===== config.mk =====
export PLATFORM = sky130hd
export DESIGN_NAME = rsc_rx_status
export DESIGN_NICKNAME = d
export VERILOG_FILES = /design/src/shared/rsc_pkg.sv /design/src/verilog/rsc_rx_status.sv
export VERILOG_INCLUDE_DIRS = /design/src /design/src/shared
export SDC_FILE = /design/constraint.sdc
export NUM_CORES = 1
export LEC_CHECK = 0
export BUFFER_PORTS_ARGS = -buffer_cell sky130_fd_sc_hd__buf_2
export CAP_MARGIN = 10
export CORE_AREA = 2 2 158 160
export CTS_CLUSTER_SIZE = 10
export DETAILED_ROUTE_END_ITERATION = 6
export DIE_AREA = 0 0 160 162
export GPL_TIMING_DRIVEN = 0
export PLACE_DENSITY_LB_ADDON = 0.05
export SYNTH_ARGS = -nofsm -noshare
export SYNTH_HDL_FRONTEND = slang
export SYNTH_SLANG_ARGS = --single-unit

===== constraint.sdc =====
create_clock -name i_clk -period 3.2 [get_ports i_clk]
set_input_delay 0.48 -clock i_clk [delete_from_list [all_inputs] [get_ports i_clk]]
set_output_delay 0.48 -clock i_clk [all_outputs]
set_load 0.02 [all_outputs]

===== src/shared/rsc_defs.svh =====
// Overview of operation
// - reserved status bits always read zero
// - bit 30 flags address filter failure
// - bits 29:16 carry frame byte count
// - bit 15 ORs runt, long, late, crc
// - bit 13 flags broadcast destination
// - bit 12 flags length field mismatch
// - runt under 64, passed only if allowed
// - bit 10 flags multicast destination
// - bit 7 over 1518, never truncated
// - bit 6 flags late collision
// - bit 5 type over 1500, not tiny runts
// - bit 4 flags receive watchdog expiry
// - bit 3 flags rx error seen
// - bit 2 dribble rules, not with collision
// - bit 1 crc mismatch or rx error
// - one pulse when receiver really halts
// - flush of fifos accepted while halted
// - error flag on underruns or overflow
// - reception continues after error flag
// - status pushed after frame data written
`ifndef RSC_DEFS_SVH
`define RSC_DEFS_SVH
// register byte offsets
`define RSC_OFS_CTRL      12'h000
`define RSC_OFS_STAT_PORT 12'h004
`define RSC_OFS_INFO      12'h008
`define RSC_OFS_FLUSH     12'h00C
// control register fields
`define RSC_CTRL_RECEIVE_ENABLE_BIT     1
`define RSC_CTRL_PASS_BAD 16
`define RSC_CTRL_RST      32'h0000_0000
// info register fields
`define RSC_INFO_ERR      0
`define RSC_INFO_HALTED   1
`define RSC_INFO_CNT_LO   8
// status word positions
`define RSC_ST_FILT       30
`define RSC_ST_LEN_HI     29
`define RSC_ST_LEN_LO     16
`define RSC_ST_ES         15
`define RSC_ST_BCAST      13
`define RSC_ST_LENERR     12
`define RSC_ST_RUNT       11
`define RSC_ST_MCAST      10
`define RSC_ST_LONG       7
`define RSC_ST_LATE       6
`define RSC_ST_TYPE       5
`define RSC_ST_WDOG       4
`define RSC_ST_MIIERR     3
`define RSC_ST_DRIB       2
`define RSC_ST_CRC        1
// frame size figures in bytes
`define RSC_RUNT_BYTES    14'd64
`define RSC_LONG_BYTES    14'd1518
`define RSC_TYPE_MIN      16'd1500
`define RSC_HDR_BYTES     14'd14
`define RSC_WDOG_BYTES    14'd2048
`define RSC_OVERHEAD      16'd18
`define RSC_MIN_PAYLOAD   16'd46
// dribble bit thresholds
`define RSC_DRIB_MII      3'd4
`define RSC_DRIB_10M      3'd3
`endif


===== src/shared/rsc_pkg.sv =====
package rsc_pkg;
    // receiver sequencing states
    typedef enum logic [1:0] {
        RSC_IDLE,
        RSC_FRAME,
        RSC_PUSH,
        RSC_HALTED
    } rsc_state_t;
endpackage


===== src/verilog/rsc_rx_status.sv =====
`timescale 1ns/1ps
`include "rsc_defs.svh"
module rsc_rx_status import rsc_pkg::*; (
    input  wire logic        i_clk,
    input  wire logic        i_rst,
    // apb slave
    input  wire logic        i_psel,
    input  wire logic        i_penable,
    input  wire logic        i_pwrite,
    input  wire logic [11:0] i_paddr,
    input  wire logic [31:0] i_pwdata,
    output logic      [31:0] o_prdata,
    output logic             o_pready,
    output logic             o_pslverr,
    // frame bytes from the mac interface layer
    input  wire logic        i_mil_valid,
    input  wire logic [7:0]  i_mil_data,
    input  wire logic        i_mil_last,
    input  wire logic        i_mil_rx_er,
    input  wire logic        i_mil_crc_bad,
    input  wire logic        i_mil_late_col,
    input  wire logic [2:0]  i_mil_dribble,
    input  wire logic        i_mil_mii_mode,
    input  wire logic        i_mil_filter_fail,
    // receive data fifo side
    input  wire logic        i_dfifo_underrun,
    output logic             o_dfifo_wr,
    output logic      [7:0]  o_dfifo_byte,
    output logic             o_dfifo_commit,
    output logic             o_dfifo_discard,
    output logic             o_dfifo_flush,
    // events
    output logic             o_receive_halted_event,
    output logic             o_receive_error_flag
);

    // ----------------------------------------
    // declarations
    // ----------------------------------------
    rsc_state_t  state_q;          // receiver sequencer
    logic [31:0] ctrl_q;           // mac control register
    logic [13:0] cnt_q;            // bytes seen this frame
    logic [15:0] lt_q;             // length/type field
    logic        mcast_q;          // first byte group bit
    logic        bcast_q;          // all ff so far
    logic        rxer_q;           // rx error seen
    logic [31:0] word_q;           // status word built
    logic        drop_q;           // frame to be dropped
    logic        err_q;            // sticky error flag
    logic [31:0] mem_q [4];        // status fifo storage
    logic [1:0]  wptr_q;           // fifo write index
    logic [1:0]  rptr_q;           // fifo read index
    logic [2:0]  fcnt_q;           // fifo fill count
    logic        pready_q;         // apb ready
    logic [31:0] prdata_q;         // apb read data
    logic        pslverr_q;        // apb error
    logic        rd_empty_q;       // status read found empty
    logic        halt_ev_q;        // halted pulse
    logic        dwr_q;            // data byte strobe
    logic [7:0]  dbyte_q;          // data byte
    logic        commit_q;         // frame kept
    logic        discard_q;        // frame dropped
    logic        flush_q;          // flush pulse
    logic        receive_enable_bit;             // enable bit
    logic        acc;              // apb transfer completes
    logic        wr_acc;           // completing write
    logic        rd_acc;           // completing read
    logic        push;             // status fifo push
    logic        pop;              // status fifo pop
    logic        ovf;              // push into full fifo
    logic        st_unr;           // status read while empty
    logic        do_flush;         // accepted flush
    logic        start;            // first byte accepted
    logic        in_frame;         // byte belongs to frame
    logic [13:0] len;              // final byte count
    logic        runt;             // frame under 64 bytes
    logic        lenerr;           // length mismatch
    logic [31:0] word_d;           // status word next
    logic        mapped;           // address decodes

    assign receive_enable_bit   = ctrl_q[`RSC_CTRL_RECEIVE_ENABLE_BIT];
    assign acc    = i_psel & i_penable & pready_q;
    assign wr_acc = acc & i_pwrite;
    assign rd_acc = acc & ~i_pwrite;
    assign mapped = (i_paddr == `RSC_OFS_CTRL) |
                    (i_paddr == `RSC_OFS_STAT_PORT) |
                    (i_paddr == `RSC_OFS_INFO) |
                    (i_paddr == `RSC_OFS_FLUSH);
    assign start    = (state_q == RSC_IDLE) & receive_enable_bit & i_mil_valid;
    assign in_frame = start | ((state_q == RSC_FRAME) & i_mil_valid);

    // ----------------------------------------
    // apb slave, one wait state
    // ----------------------------------------
    // ready and read data captured in first access cycle
    always_ff @(posedge i_clk) begin
        if (i_rst) begin
            pready_q   <= 1'b0;
            prdata_q   <= 32'h0000_0000;
            pslverr_q  <= 1'b0;
            rd_empty_q <= 1'b0;
        end else if (i_psel & i_penable & ~pready_q) begin
            pready_q   <= 1'b1;
            pslverr_q  <= ~mapped;
            rd_empty_q <= (fcnt_q == 3'h0);
            case (i_paddr)
                `RSC_OFS_CTRL: begin
                    prdata_q <= ctrl_q;
                end
                `RSC_OFS_STAT_PORT: begin
                    prdata_q <= (fcnt_q == 3'h0) ? 32'h0000_0000
                                                 : mem_q[rptr_q];
                end
                `RSC_OFS_INFO: begin
                    prdata_q <= {21'h000000, fcnt_q, 6'h00,
                                 state_q == RSC_HALTED, err_q};
                end
                default: begin
                    prdata_q <= 32'h0000_0000;
                end
            endcase
        end else begin
            pready_q  <= 1'b0;
            pslverr_q <= 1'b0;
        end
    end

    // control register, only enable and pass bad bits
    always_ff @(posedge i_clk) begin
        if (i_rst) begin
            ctrl_q <= `RSC_CTRL_RST;
        end else if (wr_acc && i_paddr == `RSC_OFS_CTRL) begin
            ctrl_q <= i_pwdata & ((32'h1 << `RSC_CTRL_RECEIVE_ENABLE_BIT) |
                                  (32'h1 << `RSC_CTRL_PASS_BAD));
        end
    end

    // ----------------------------------------
    // frame tracking
    // ----------------------------------------
    // byte count, saturating at the field width
    always_ff @(posedge i_clk) begin
        if (i_rst) begin
            cnt_q <= 14'h0000;
        end else if (start) begin
            cnt_q <= 14'h0001;
        end else if (in_frame && cnt_q != 14'h3FFF) begin
            cnt_q <= cnt_q + 14'h0001;
        end
    end

    // address class and length/type capture
    always_ff @(posedge i_clk) begin
        if (i_rst) begin
            mcast_q <= 1'b0;
            bcast_q <= 1'b0;
            lt_q    <= 16'h0000;
        end else if (start) begin
            mcast_q <= i_mil_data[0];
            bcast_q <= (i_mil_data == 8'hFF);
            lt_q    <= 16'h0000;
        end else if (in_frame) begin
            if (cnt_q < 14'h0006) begin
                bcast_q <= bcast_q & (i_mil_data == 8'hFF);
            end
            if (cnt_q == 14'h000C) begin
                lt_q[15:8] <= i_mil_data;
            end
            if (cnt_q == 14'h000D) begin
                lt_q[7:0] <= i_mil_data;
            end
        end
    end

    // rx error seen at any byte of the frame
    always_ff @(posedge i_clk) begin
        if (i_rst) begin
            rxer_q <= 1'b0;
        end else if (start) begin
            rxer_q <= i_mil_rx_er;
        end else if (in_frame) begin
            rxer_q <= rxer_q | i_mil_rx_er;
        end
    end

    // ----------------------------------------
    // status word assembly
    // ----------------------------------------
    always_comb begin
        len = (cnt_q == 14'h3FFF || start) ? cnt_q : cnt_q + 14'h0001;
        if (start) begin
            len = 14'h0001;
        end
        runt   = len < `RSC_RUNT_BYTES;
        lenerr = 1'b0;
        if (len >= `RSC_HDR_BYTES && lt_q <= `RSC_TYPE_MIN) begin
            if (lt_q >= `RSC_MIN_PAYLOAD) begin
                lenerr = (lt_q + `RSC_OVERHEAD) != {2'b00, len};
            end else begin
                lenerr = len != `RSC_RUNT_BYTES;
            end
        end
        word_d = 32'h0000_0000;
        word_d[`RSC_ST_FILT] = i_mil_filter_fail;
        word_d[`RSC_ST_LEN_HI:`RSC_ST_LEN_LO] = len;
        word_d[`RSC_ST_BCAST] = bcast_q & (len >= 14'h0006);
        word_d[`RSC_ST_LENERR] = lenerr;
        word_d[`RSC_ST_RUNT] = runt;
        word_d[`RSC_ST_MCAST] = mcast_q;
        word_d[`RSC_ST_LONG] = len > `RSC_LONG_BYTES;
        word_d[`RSC_ST_LATE] = i_mil_late_col;
        word_d[`RSC_ST_TYPE] = (len >= `RSC_HDR_BYTES) &
                               (lt_q > `RSC_TYPE_MIN);
        word_d[`RSC_ST_WDOG] = len > `RSC_WDOG_BYTES;
        word_d[`RSC_ST_MIIERR] = rxer_q | i_mil_rx_er;
        word_d[`RSC_ST_DRIB] = ~i_mil_late_col &
            (i_mil_mii_mode ? (i_mil_dribble == `RSC_DRIB_MII)
                            : (i_mil_dribble >= `RSC_DRIB_10M));
        word_d[`RSC_ST_CRC] = i_mil_crc_bad | rxer_q | i_mil_rx_er;
        word_d[`RSC_ST_ES] = word_d[`RSC_ST_RUNT] | word_d[`RSC_ST_LONG] |
                             word_d[`RSC_ST_LATE] | word_d[`RSC_ST_CRC];
    end

    // ----------------------------------------
    // receiver sequencer
    // ----------------------------------------
    always_ff @(posedge i_clk) begin
        if (i_rst) begin
            state_q <= RSC_HALTED;
            word_q  <= 32'h0000_0000;
            drop_q  <= 1'b0;
        end else begin
            case (state_q)
                RSC_IDLE: begin
                    if (!receive_enable_bit) begin
                        state_q <= RSC_HALTED;
                    end else if (start && i_mil_last) begin
                        state_q <= RSC_PUSH;
                    end else if (start) begin
                        state_q <= RSC_FRAME;
                    end
                end
                // a frame in progress finishes despite disable
                RSC_FRAME: begin
                    if (i_mil_valid && i_mil_last) begin
                        state_q <= RSC_PUSH;
                    end
                end
                RSC_PUSH: begin
                    state_q <= receive_enable_bit ? RSC_IDLE : RSC_HALTED;
                end
                RSC_HALTED: begin
                    if (receive_enable_bit) begin
                        state_q <= RSC_IDLE;
                    end
                end
                default: begin
                    state_q <= RSC_HALTED;
                end
            endcase
            if (in_frame && i_mil_last) begin
                word_q <= word_d;
                // runt dropped unless passing bad frames
                drop_q <= word_d[`RSC_ST_RUNT] &
                          ~ctrl_q[`RSC_CTRL_PASS_BAD];
            end
        end
    end

    // halted event, one pulse on entry to halted
    always_ff @(posedge i_clk) begin
        if (i_rst) begin
            halt_ev_q <= 1'b0;
        end else begin
            halt_ev_q <= (state_q != RSC_HALTED) & ~receive_enable_bit &
                         ((state_q == RSC_IDLE) | (state_q == RSC_PUSH));
        end
    end

    // ----------------------------------------
    // data fifo side
    // ----------------------------------------
    // every byte forwarded, no truncation
    always_ff @(posedge i_clk) begin
        if (i_rst) begin
            dwr_q     <= 1'b0;
            dbyte_q   <= 8'h00;
            commit_q  <= 1'b0;
            discard_q <= 1'b0;
        end else begin
            dwr_q     <= in_frame;
            dbyte_q   <= in_frame ? i_mil_data : dbyte_q;
            commit_q  <= (state_q == RSC_PUSH) & ~drop_q;
            discard_q <= (state_q == RSC_PUSH) & drop_q;
        end
    end

    // ----------------------------------------
    // status fifo
    // ----------------------------------------
    // push one cycle after the last data byte
    assign push = (state_q == RSC_PUSH) & ~drop_q;
    assign ovf  = push & (fcnt_q == 3'h4) & ~pop;
    assign st_unr = rd_acc & (i_paddr == `RSC_OFS_STAT_PORT) & rd_empty_q;
    assign pop  = rd_acc & (i_paddr == `RSC_OFS_STAT_PORT) &
                  ~rd_empty_q & (fcnt_q != 3'h0);
    assign do_flush = wr_acc & (i_paddr == `RSC_OFS_FLUSH) &
                      i_pwdata[0] & (state_q == RSC_HALTED);

    // one storage entry per index
    for (genvar g = 0; g < 4; g++) begin : g_ent
        always_ff @(posedge i_clk) begin
            if (i_rst) begin
                mem_q[g] <= 32'h0000_0000;
            end else if (push && !ovf && wptr_q == 2'(g)) begin
                mem_q[g] <= word_q;
            end
        end
    end

    // pointers and fill count
    always_ff @(posedge i_clk) begin
        if (i_rst || do_flush) begin
            wptr_q <= 2'h0;
            rptr_q <= 2'h0;
            fcnt_q <= 3'h0;
        end else begin
            if (push && !ovf) begin
                wptr_q <= wptr_q + 2'h1;
            end
            if (pop) begin
                rptr_q <= rptr_q + 2'h1;
            end
            fcnt_q <= fcnt_q + {2'b00, push & ~ovf} - {2'b00, pop};
        end
    end

    // flush pulse towards the data fifo
    always_ff @(posedge i_clk) begin
        if (i_rst) begin
            flush_q <= 1'b0;
        end else begin
            flush_q <= do_flush;
        end
    end

    // ----------------------------------------
    // receive error flag
    // ----------------------------------------
    // set wins over a write one to clear
    always_ff @(posedge i_clk) begin
        if (i_rst) begin
            err_q <= 1'b0;
        end else if (i_dfifo_underrun || st_unr || ovf) begin
            err_q <= 1'b1;
        end else if (wr_acc && i_paddr == `RSC_OFS_INFO &&
                     i_pwdata[`RSC_INFO_ERR]) begin
            err_q <= 1'b0;
        end
    end

    assign o_prdata               = prdata_q;
    assign o_pready               = pready_q;
    assign o_pslverr              = pslverr_q;
    assign o_dfifo_wr             = dwr_q;
    assign o_dfifo_byte           = dbyte_q;
    assign o_dfifo_commit         = commit_q;
    assign o_dfifo_discard        = discard_q;
    assign o_dfifo_flush          = flush_q;
    assign o_receive_halted_event = halt_ev_q;
    assign o_receive_error_flag   = err_q;

    // ----------------------------------------
    // checks
    // ----------------------------------------
    reserved_zero_a: assert property (@(posedge i_clk) disable iff (i_rst)
        push |-> (word_q[31] | word_q[14] | (|word_q[9:8]) | word_q[0])
                 == 1'b0) else $error("reserved status bit set");
    summary_or_a: assert property (@(posedge i_clk) disable iff (i_rst)
        push |-> word_q[15] == (word_q[11] | word_q[7] | word_q[6] |
                 word_q[1])) else $error("summary bit wrong");
    runt_drop_a: assert property (@(posedge i_clk) disable iff (i_rst)
        (state_q == RSC_PUSH && word_q[11] && !ctrl_q[16]) |=>
        o_dfifo_discard && !o_dfifo_commit) else $error("runt kept");
    type_runt_a: assert property (@(posedge i_clk) disable iff (i_rst)
        (push && word_q[29:16] < 14'd14) |-> !word_q[5])
        else $error("type bit on tiny frame");
    dribble_late_a: assert property (@(posedge i_clk) disable iff (i_rst)
        push |-> !(word_q[2] && word_q[6]))
        else $error("dribble with late collision");
    crc_rxer_a: assert property (@(posedge i_clk) disable iff (i_rst)
        (push && word_q[3]) |-> word_q[1])
        else $error("rx error without crc bit");
    halt_pulse_a: assert property (@(posedge i_clk) disable iff (i_rst)
        o_receive_halted_event |-> (state_q == RSC_HALTED) ##1
        !o_receive_halted_event) else $error("halt pulse wrong");
    flush_halted_a: assert property (@(posedge i_clk) disable iff (i_rst)
        o_dfifo_flush |-> $past(state_q) == RSC_HALTED && fcnt_q == 3'h0)
        else $error("flush outside halt");
    error_set_a: assert property (@(posedge i_clk) disable iff (i_rst)
        (i_dfifo_underrun || ovf || st_unr) |=> o_receive_error_flag)
        else $error("error flag missed");
    keep_going_a: assert property (@(posedge i_clk) disable iff (i_rst)
        (o_receive_error_flag && state_q == RSC_IDLE && receive_enable_bit &&
         i_mil_valid && !i_mil_last) |=> state_q == RSC_FRAME)
        else $error("receiver stopped on error");
    push_after_data_a: assert property (@(posedge i_clk) disable iff (i_rst)
        (in_frame && i_mil_last) |=> (state_q == RSC_PUSH) && o_dfifo_wr)
        else $error("status before data");

endmodule // rsc_rx_status


After elaboration in Yosys (flattened, before gate mapping)
Memories as Yosys holds them, arrays and structs flattened. A register that Yosys moved wholly into a read port is not among the register bits.
Index checks and enable logic that the tools add are counted.
- $add $sub $neg: 6
- magnitude comparators: 10
- equal/unequal tests: 22
- multiplexer cells: 44
- bitwise logic cells: 53
- reductions and logical operators: 33
- operators with widths (cell ; count):
    27-bit two-way mux ; 4
    32-bit case mux with 3 select lines ; 1
    32-bit two-way mux ; 1
    14-bit by 4-bit equality test with 1-bit output (second input constant) ; 2
    14-bit two-way mux ; 2
    1-bit bitwise AND ; 27
    1-bit two-way mux ; 27
    12-bit by 4-bit equality test with 1-bit output (second input constant) ; 2
    16-bit by 5-bit adder with 16-bit output (second input constant) ; 1
    16-bit by 6-bit greater-or-equal comparator with 1-bit output (second input constant) ; 1
    16-bit by 11-bit > comparator with 1-bit output (second input constant) ; 1
    16-bit by 11-bit <= comparator with 1-bit output (second input constant) ; 1
    2-bit two-way mux ; 8
    16-bit by 14-bit inequality test with 1-bit output ; 1
    1-bit bitwise OR ; 15
    14-bit by 1-bit adder with 14-bit output (second input constant) ; 1
    14-bit equality test (second input constant) ; 1
    14-bit by 3-bit greater-or-equal comparator with 1-bit output (second input constant) ; 1
    14-bit by 4-bit greater-or-equal comparator with 1-bit output (second input constant) ; 1
    14-bit by 11-bit > comparator with 1-bit output (second input constant) ; 1
    14-bit by 12-bit > comparator with 1-bit output (second input constant) ; 1
    14-bit by 3-bit less-than comparator with 1-bit output (second input constant) ; 1
    14-bit by 7-bit less-than comparator with 1-bit output (second input constant) ; 1
    14-bit inequality test (second input constant) ; 1
    26 further kinds ; 65
- register bits after elaboration: 121
- bits in writable memories: 108
- input port bits: 68
- output and inout port bits: 48
- logic and storage cells: 194
- memories: 1
- memories (memory ; words ; bits a word ; read ports ; clocked after Yosys merged registers in ; wr ports ; line ; RTL):
    mem_q ; 4 ; 27 ; 1 ; 1 ; 4 ; rsc_rx_status.sv:50 ; logic [31:0] mem_q [4];

Depth between registers and ports, before layout
Gate-level depths: netlist of the first run.
- depth in word-level cells: 15
- mapped depth: 10
- depth with buffers taken out: 10

Least setup slack after synthesis of the first run
Ideal clock, no wire load.
- path type: input-to-reg
- start: in i_paddr[7]
- end: mem mem_q[0][0] in the netlist's numbering (enable)
- setup time: 383 ps
- data arrival time: 2263 ps
- data required time: 2817 ps
- setup slack: 555 ps
- cell stages on the path: 6
- buffers on the path: 0
- cell sequence: nor4_1 nand3_1 nor3_2 nor2_1 nor2_1 a21o_1
- RTL lines (element ; line ; RTL):
    start, declared ; rsc_rx_status.sv:10 ; input wire logic [11:0] i_paddr,
    end, declared ; rsc_rx_status.sv:50 ;

Worst setup path after layout of the first run
- start: reg cnt_q[1]
- end: reg word_q[15]
- longest elaborated chain between the ends: 8
- elaborated cells on any way between the ends: 10
- those cells by class: add/sub: 1; order compare: 2; eq/ne: 1; mux: 2; bitwise: 3; reduce/logical: 1
- ends and longest elaborated chain (element ; line ; RTL):
    start, declared ; rsc_rx_status.sv:42 ; logic [13:0] cnt_q;
    start signal, assigned ; rsc_rx_status.sv:148 ; cnt_q <= cnt_q + 14'h0001;
    parallel branches: the longest is 2 deep, another holds 14-bit by 1-bit adder with 14-bit output ; -- ;
    14-bit two-way mux * ; rsc_rx_status.sv:190 ; len = (cnt_q == 14'h3FFF || start) ? cnt_q : cnt_q + 14'h0001;
    14-bit two-way mux * ; rsc_rx_status.sv:191 ; if (start) begin
    14-bit by 7-bit less-than comparator with 1-bit output (no source line) / 14-bit by 11-bit > comparator with 1-bit output (equally long branches) ; -- ;
    1-bit bitwise OR * (3 in series) ; rsc_rx_status.sv:220 ; word_d[`RSC_ST_ES] = word_d[`RSC_ST_RUNT] | word_d[`RSC_ST_LONG] |
    end signal, assigned ; rsc_rx_status.sv:262 ; word_q <= word_d;
    end, declared ; rsc_rx_status.sv:47 ; logic [31:0] word_q;
Mark *: on every way between the ends.
A chain may end at the register's enable or synchronous reset.

==> results of run 1 <==
synthesized netlist by cell type, types with 3 or more instances:
library cell / count / area (µm²)
nand2_1: 84 / 315
nand3_1: 29 / 145
o21a_1: 3 / 22.5
nor3b_2: 4 / 50.1
nor3_1: 28 / 140
o31ai_1: 3 / 22.5
and4_1: 3 / 26.3
clkbuf_1: 34 / 128
edfxtp_1: 108 / 3240
buf_4: 5 / 37.5
dfxtp_1: 121 / 2420
and3_1: 7 / 43.8
or3_1: 7 / 43.8
o2111ai_1: 3 / 26.3
nor2b_1: 5 / 31.3
a22oi_1: 25 / 188
o21ai_0: 16 / 80.1
or4_1: 5 / 37.5
nor3_2: 4 / 40.0
a311oi_1: 3 / 26.3
nor4_1: 14 / 87.6
a21o_1: 4 / 30.0
mux4_2: 27 / 608
buf_2: 20 / 100
a31oi_1: 8 / 50.1
mux2i_1: 22 / 220
nand4_1: 11 / 68.8
ha_1: 10 / 125
a21oi_1: 51 / 255
nand2b_1: 5 / 31.3
nor2_1: 104 / 390
buf_1: 4 / 15.0
o21ai_1: 3 / 15.0
and2_1: 111 / 694
inv_1: 15 / 56.3
xnor2_1: 32 / 280
or2_2: 3 / 18.8
xor2_1: 9 / 78.8
worst paths after layout:
| check | startpoint | endpoint | slack, ns | depth (start not counted) |
|---|---|---|---|---|
| worst max-delay path | cnt_q[1]$_SDFFE_PP0P_ | word_q[15]$_SDFFE_PP0P_ | 0.21 | 9 |
| worst min-delay path | i_pwdata[1] | ctrl_q[1]$_SDFFE_PP0P_ | 0.18 | 3 |
| worst max register to register | cnt_q[1]$_SDFFE_PP0P_ | word_q[15]$_SDFFE_PP0P_ | 0.21 | 9 |
| worst min register to register | o_prdata[16]$_SDFFE_PP0P_ | o_prdata[16]$_SDFFE_PP0P_ | 0.45 | 2 |
critical path, delay by kind of cell, from the launching register on:
family / cells / cell delay [ns]
flip-flops: 1 / 0.50
adder cells (fa/ha/maj): 1 / 0.37
AO/OA/AOI/OAI: 4 / 1.16
buffers and inverters: 1 / 0.15
AND/OR/NAND/NOR: 3 / 0.74
sequential cells by signal (all words and copies together) (netlist names), 2 cells and up, named ones only:
name / count
ctrl_q: 2
state_q: 2
cnt_q: 14
word_q: 27
fcnt_q: 3
mem_q: 108
o_dfifo_byte: 8
rptr_q: 2
lt_q: 16
wptr_q: 2
o_prdata: 30
cell families after synthesis:
logic type | count (synthesis) | share of synthesized area (%)
other | 1 | 0.0349
buffers and inverters | 79 | 3.24
adder cells (fa/ha/maj) | 11 | 1.35
AND/OR/NAND/NOR | 444 | 22.0
multiplexers | 51 | 7.92
AO/OA/AOI/OAI | 146 | 9.37
XOR/XNOR | 41 | 3.34
flip-flops | 229 | 52.7
routing by layer:
layer	vias to the layer above	wire, µm
li1	3845	-
met1	3796	12600
met2	153	13800
met3	46	970
met4	0	666
met5	-	0
where the power goes:
part | switching [µW] | total (µW) | internal [µW]
clock | 1180 | 2740 | 1570
sequential | 13.4 | 3120 | 3110
combinational | 121 | 183 | 62.1
final cells by class:
| type | count | area [µm²] |
|---|---|---|
| well taps | 324 | 405 |
| multi-input cells | 695 | 4750 |
| clock inverters | 3 | 32.5 |
| flip-flops and latches | 229 | 5670 |
| clock buffers | 43 | 736 |
| repair buffers | 88 | 531 |
| fillers | 2316 | 11600 |
| inverters | 15 | 56.3 |
| plain buffers | 64 | 292 |
through the flow:
step,total power [µW],worst slack [ns],utilization (%)
2_1_floorplan,3260,0.555,-
3_3_place_gp,3350,-0.517,48.0
3_5_place_dp,3370,-0.348,48.5
4_1_cts,6120,0.108,51.7
5_1_grt,6250,0.0120,51.7
6_report,6050,0.205,51.7
==> results by stage, run 1 <==
Synthesis:
- The number of synthesized flops with an enable pin is 108.
- The async set-or-reset flop fraction in the synthesized netlist is 0%.
- The unique cell type count in the Yosys netlist is 81.
- The synthesized design contains 229 register bits.
- Of the synthesized area, sequential elements account for a little over half.
- The number of warnings reported in the yosys synthesis log is 0.
- After synthesis the cells add up to 0.0107 mm².
- In the synthesized netlist the dominant register cell turns out to be dfxtp_1.
- The gate count after technology mapping is 1002.
- The per-instance average area after synthesis is 10.7 µm².

Global routing:
- The number of antenna violations at the first check in global routing is 0.
- The met1 track demand over resource is around 28%.
- The via count of the first global-routing pass is slightly below 8000.
- The met3 usage in global routing is 2.66%.
- The overall track demand over capacity in global routing is approximately 22%.
- The total overflow reported by the global router is 0.
- The largest net degree at the start of global routing is 19.
- The most crowded layer after global routing is met2.
- The met2 track demand over resource in global routing is between 30% and 40%.
- The wire length of the first global-routing pass is 44400 µm.

Timing:
- The highest clock rate is 334 MHz.
- The worst clock skew on the final layout is 0.00760 ns.
- In the finished design, the share of the clock period the worst path needs comes to between 90% and 100%.
- The setup TNS after final layout is 0 ns.
- The total count of max-transition violations in the final report came to 0.
- Setup violations remaining at the end of the flow were counted as 0.
- For the pin with the worst max-slew slack, the measured transition is 0.895 ns.
- Hold is met by 0.178 ns.
- Headroom to the max-slew limit came out at 39.8%.
- The routed design could run at a clock period as short as 2.99 ns.
- The final hold violation count is 0.
- Setup repair after global routing left no endpoint under its margin.

CTS:
- The number of setup buffers added after CTS is 0.
- The clock drives between 200 and 250 sinks.
- The clock tree root buffer cell is clkbuf_16.
- For the worst-skew pair, the clock arrives at the later sink with an insertion delay of 0.54 ns.
- TritonCTS built the clock tree.
- The H-tree depth is 1.
- The hold buffer count at CTS is 0.
- Once the clock tree was built, the resizer swapped 0 gates to a different size.
- The longest clock path from root to sink contains 3 buffers.
- The clock-pin slew of the registers on the worst-case setup and hold paths is about 0.06 ns.
- Buffers inserted during clock tree synthesis total 27.

Routing:
- The length of the first detailed-routing pass in iterations is 5.
- For this block, the routed nets add up to 28000 µm of wire.
- In this run the remaining antenna-violating nets after routing total 0.
- The post-detailed-route via-to-cell ratio is 5.37.
- The detailed-route via count is ~8000.
- The DRC violation total after the first TritonRoute iteration is just under 700.
- The number of DRC violations after detailed routing is 0.
- After detailed routing, the average wire length per cell comes to 19.2 µm.

Hold path:
- The tightest min-delay check is of the in2reg type.

Cells and area:
- The number of nets in the final layout is 1199.
- Compared with the post-synthesis result, the final layout area differs by 16.0%.
- With fillers left out, the area of the finished cells amounts to 0.0125 mm².
- The most frequent standard cell in the layout excluding fill and tap cells is dfxtp_1.
- Cells with a size suffix above 1 make up 18.4% of the layout.
- The library cells used most frequently in the layout, excluding fill and tap cells, are dfxtp_1 (121), and2_1 (111), edfxtp_1 (108), nor2_1 (104), buf_2 (103).
- The number of antenna diodes in the final layout is 0.
- The post-layout instance count excluding filler cells is 1461.

Power:
- The standby leakage power is 0.00473 µW.
- For this design the ratio of total power to cell area is 485 mW/mm².
- The worst-case IR drop observed on VDD is 0.000345 V.

Place:
- The placed instance count is between 1000 and 1500.
- Once placement finished, the instance area stood at 0.0117 mm².
- The count of buffers added on input and output ports is 83.
- Detailed placement ended at an HPWL of about 20000 µm.
- The global placement routability congestion is roughly 0.87.

Worst setup path:
- The critical path in this run is classified as reg2reg.
- For the worst setup path, the data arrival time is 3.47 ns.
- The kind of capture point of the worst setup path is a flop.
- The worst path required time is 3.67 ns.
- The cell with the largest stage delay on the worst path is a31oi_1.
- STA classifies the critical path startpoint as a flop.
- The signal on the critical path passes through ha_1, and3_4, buf_6, nand4_1, a31oi_1, and3_1, o2111a_1, o221ai_2, a21oi_1.
- The maximum net fanout on the critical path is 10.
- The largest stage delay on the critical path is 0.66 ns.

Floorplan:
- For this design the top-level I/O count stands at about 120.
- The number of core rows is 57.
- The die covers 0.0259 mm².
- The die is around 160 µm wide.
- Once the floorplan was initialized, standard cells occupied 44.6% of the core.
- The die height is 162 µm.
- In this run the standard cell core region covers roughly 0.024 mm².

Run status:
- The run finished with clean final reports.

Run:
- The number of max-cap violations is 0.
No activity file was read; power rests on OpenSTA's default activity.
==> run 2, diff against run 1 <==
Settings changed: CTS_BUF_LIST from default to sky130_fd_sc_hd__clkbuf_4 sky130_fd_sc_hd__clkbuf_8 sky130_fd_sc_hd__clkbuf_16, MAX_ROUTING_LAYER from default to met4.
==> run 2 against run 1 <==
Clock power up 5%. First-iteration DRC count down 1.9%. Critical path depth down 2. Sequential power about the same. Critical endpoint is now word_q[13]$_SDFFE_PP0P_. Largest cell class unchanged. Largest power group unchanged. Highest routed layer unchanged.
==> results by stage, run 2 (synthesis gave the netlist of run 1 again) <==
Cells and area:
- The share of layout cells above drive strength 1 is 19.8% (+1.4 points).
- The count of inserted antenna diode cells came to 0 (unchanged).
- The register with the most flip-flops in the final layout is mem_q.
- The post-layout instance count excluding filler cells came to 1461 (unchanged).
- The most frequent standard cell in the layout excluding fill and tap cells is dfxtp_1.
- The number of nets in the final layout came to 1199 (unchanged).
- The post-route cell area is 0.0125 mm² (+0.52%).
- The synthesis-to-finish area growth is 16.6%.
- The number of flip-flops under the largest register name is 108 (unchanged).
- In the layout the commonest cells are dfxtp_1 (121), and2_1 (111), edfxtp_1 (108), nor2_1 (104), buf_2 (103).

Worst setup path:
- The worst path required time was 3.61 ns (-0.06 ns).
- The cell with the largest stage delay on the worst path is nor4_1.
- The maximum net fanout on the critical path is 9 (-1).
- The largest stage delay on the critical path is 0.53 ns (-0.13 ns).
- The critical path is of the reg2reg type.
- The kind of launch point of the worst setup path is a flop.
- The worst register-to-register path begins at cnt_q[1]$_SDFFE_PP0P_.
- Walking the worst path, the cells encountered are nand4_2, nor4_1, mux2_2, a221oi_2, nand3_1, o311ai_1, a21oi_1.
- The destination of the worst register-to-register timing path is word_q[13]$_SDFFE_PP0P_.
- The number of cells traversed by the worst register-to-register path is 7 (-2).
- The signal arrival time at the worst endpoint came to 3.42 ns (-0.05 ns).
- The slack of the worst reg-to-reg path is 0.19 ns (-0.02 ns).
- The critical path buffer and inverter count is 0 (-1).
- Tracing the worst setup path back leads to its startpoint at cnt_q[1]$_SDFFE_PP0P_.
- Among cell families on the critical path, the largest total delay comes from simple AND/OR/NAND/NOR gates.
- STA classifies the critical path endpoint as a flop.

Routing:
- The routed length per instance is 19.2 µm (+0.14%).
- The wire length on met2 came to 14000 µm (+1.5%).
- The DRC violation total after the first TritonRoute iteration is 674 (-1.9%).
- After detailed routing, no signal wire sits above met4.
- The length of the first detailed-routing pass in iterations is 6 (+1).
- The residual antenna-violating net count after detailed routing is 0 (unchanged).
- The met1 routed wirelength after detailed routing came to 12300 µm (-2.3%).
- The number of DRC violations after detailed routing came to 0 (unchanged).
- The post-detailed-route via-to-cell ratio came to 5.36 (about the same).
- The detailed-route via count is 7834 (-0.077%).
- The met3 wire length was 1110 µm (+14%).
- The total routed wirelength came to 28000 µm (+0.14%).

Run:
- The number of max-cap violations is 0 (unchanged).

Power:
- The power per cell area is 494 mW/mm² (+1.7%).
- The standby leakage power came to 0.00479 µW (+1.2%).
- The proportion of total power due to net switching is 21.2% (-0.47 points).
- The design internal power is 4870 µW (+2.9%).
- The power share of the clock group was 46.5% (+1.1 points).
- The part of the total power dissipated in sequential elements is 50.5% (-1.1 points).
- The maximum vdd drop came to 0.000344 V (-0.35%).
- The net load switching power is 1310 µW (about the same).
- The share of total power in combinational logic is 3.0% (about the same).

CTS:
- The hold buffer count at CTS is 0 (unchanged).
- The number of clock sinks seen by CTS is 229 (unchanged).
- The clock tree root buffer cell is clkbuf_16.
- The number of setup buffers added after CTS is 0 (unchanged).
- The clock-pin slew of the registers on the worst-case setup and hold paths came to 0.06 ns (about the same).
- The worst-skew pair later-pin latency is 0.55 ns (about the same).
- The CTS tree is yes.
- The buffer depth of the longest clock path is 3 (unchanged).
- The H-tree depth is 1 (unchanged).
- The number of buffers added by the clock tree synthesis step is 27 (unchanged).
- The number of resized instances in the post-cts repair step is 0 (unchanged).

Floorplan:
- The die height is 162 µm (unchanged).
- The die area is 0.0259 mm² (unchanged).
- The area of the core is 0.0241 mm² (unchanged).
- The number of core rows came to 57 (unchanged).
- The I/O pin total is 116 (unchanged).
- The effective utilization at floorplan came to 44.6% (unchanged).
- The chip width is 160 µm (unchanged).

Place:
- The placed instance count is 1414 (unchanged).
- The HPWL after detailed placement was 20400 µm (unchanged).
- The placed cell area is 0.0117 mm² (unchanged).
- The global placement routability congestion is 0.883 (+1.6%).
- The quantity of I/O buffers inserted on ports is 83 (unchanged).

Global routing:
- The overall track demand over capacity in global routing is 22.5% (+0.65 points).
- The total overflow reported by the global router came to 0 (unchanged).
- The via count of the first global-routing pass is 7820 (-0.36%).
- The wire length of the first global-routing pass was 44400 µm (about the same).
- The largest net degree at the start of global routing came to 19 (unchanged).
- The number of antenna violations at the first check in global routing came to 0 (unchanged).

Timing:
- The headroom to the max-slew limit is 34.9% (-4.9 points).
- The final count of negative-setup-slack endpoints is 0 (unchanged).
- The final hold violation count came to 0 (unchanged).
- The total count of max-transition violations in the final report was 0 (unchanged).
- Setup repair after global routing left no endpoint under its margin.
- The portion of the clock cycle consumed by the worst path in the final layout is 94.1% (+0.50 points).
- The highest clock rate is 332 MHz (-0.54%).
- The worst clock skew on the final layout was 0.00719 ns (-0.000412 ns).
- The setup TNS after final layout is 0 ns (unchanged).
- The final critical-path required period is 3.01 ns (+0.0161 ns).
- The measured slew at the worst slew-check pin was 0.968 ns (+0.0734 ns).

Hold path:
- The number of cells on the worst hold path is 3 (unchanged).
- The worst hold path terminates at ctrl_q[1]$_SDFFE_PP0P_.
- The path type of the worst min-delay path is in2reg.
- The hold path startpoint is i_pwdata[1].

Run status:
- The flow ran to the end, and the final reports show no timing, DRC or antenna violations.
==> run 2: cell counts in the layout (fill, tap and decap cells not counted) <==
No cell type changed its count.
==> run 2: worst max path at each step <==
stage | to | slack [ns] | cells past startpoint
3_5_place_dp | mem_q[1][20]$_SDFFCE_PN0P_ | -0.35 | 8
2_1_floorplan | mem_q[0][0]$_SDFFCE_PN0P_ | 0.55 | 6
4_1_cts | mem_q[1][17]$_SDFFCE_PN0P_ | 0.11 | 7
3_3_place_gp | mem_q[3][20]$_SDFFCE_PN0P_ | -0.52 | 7
6_report | word_q[13]$_SDFFE_PP0P_ | 0.19 | 7
5_1_grt | word_q[13]$_SDFFE_PP0P_ | 0.02 | 7
==> run 2: worst min-delay path: stages <==
cell	delay, ns
buf_2	0.08
mux2i_1	0.05
nor2_1	0.07
==> run 2: stage by stage <==
step           setup slack, ns  hold slack, ns  utilization [%]  total power (µW)
2_1_floorplan            0.555           0.432                -              3260
6_report                 0.189           0.175             52.0              6190
5_1_grt                 0.0170           0.177             52.0              6380
4_1_cts                  0.108           0.160             51.9              6260
3_5_place_dp            -0.348           0.445             48.5              3370
3_3_place_gp            -0.517           0.442             48.0              3350
==> run 2: metal layers <==
layer	global-route usage, %	up-vias
li1	-	3843
met1	28.1	3775
met2	39.3	170
met3	2.76	46
met4	5.36	0
met5	-	-
==> run 2: layout make-up <==
type / instances / area [µm²]
buffer: 64 / 292
clock buffer: 43 / 796
clock inverter: 3 / 32.5
fill: 2300 / 11600
inverter: 15 / 56.3
multi-input combinational: 695 / 4750
sequential: 229 / 5670
tap: 324 / 405
timing repair buffer: 88 / 531
==> run 2: power groups by stage <==
stage / Clock (µW) / Sequential, µW / Combinational, µW
after floorplan: 0 / 3180 / 80.9
after global placement: 0 / 3190 / 167
after detailed placement: 0 / 3190 / 185
after CTS: 2950 / 3120 / 186
after global routing: 3060 / 3130 / 197
final: 2880 / 3120 / 183
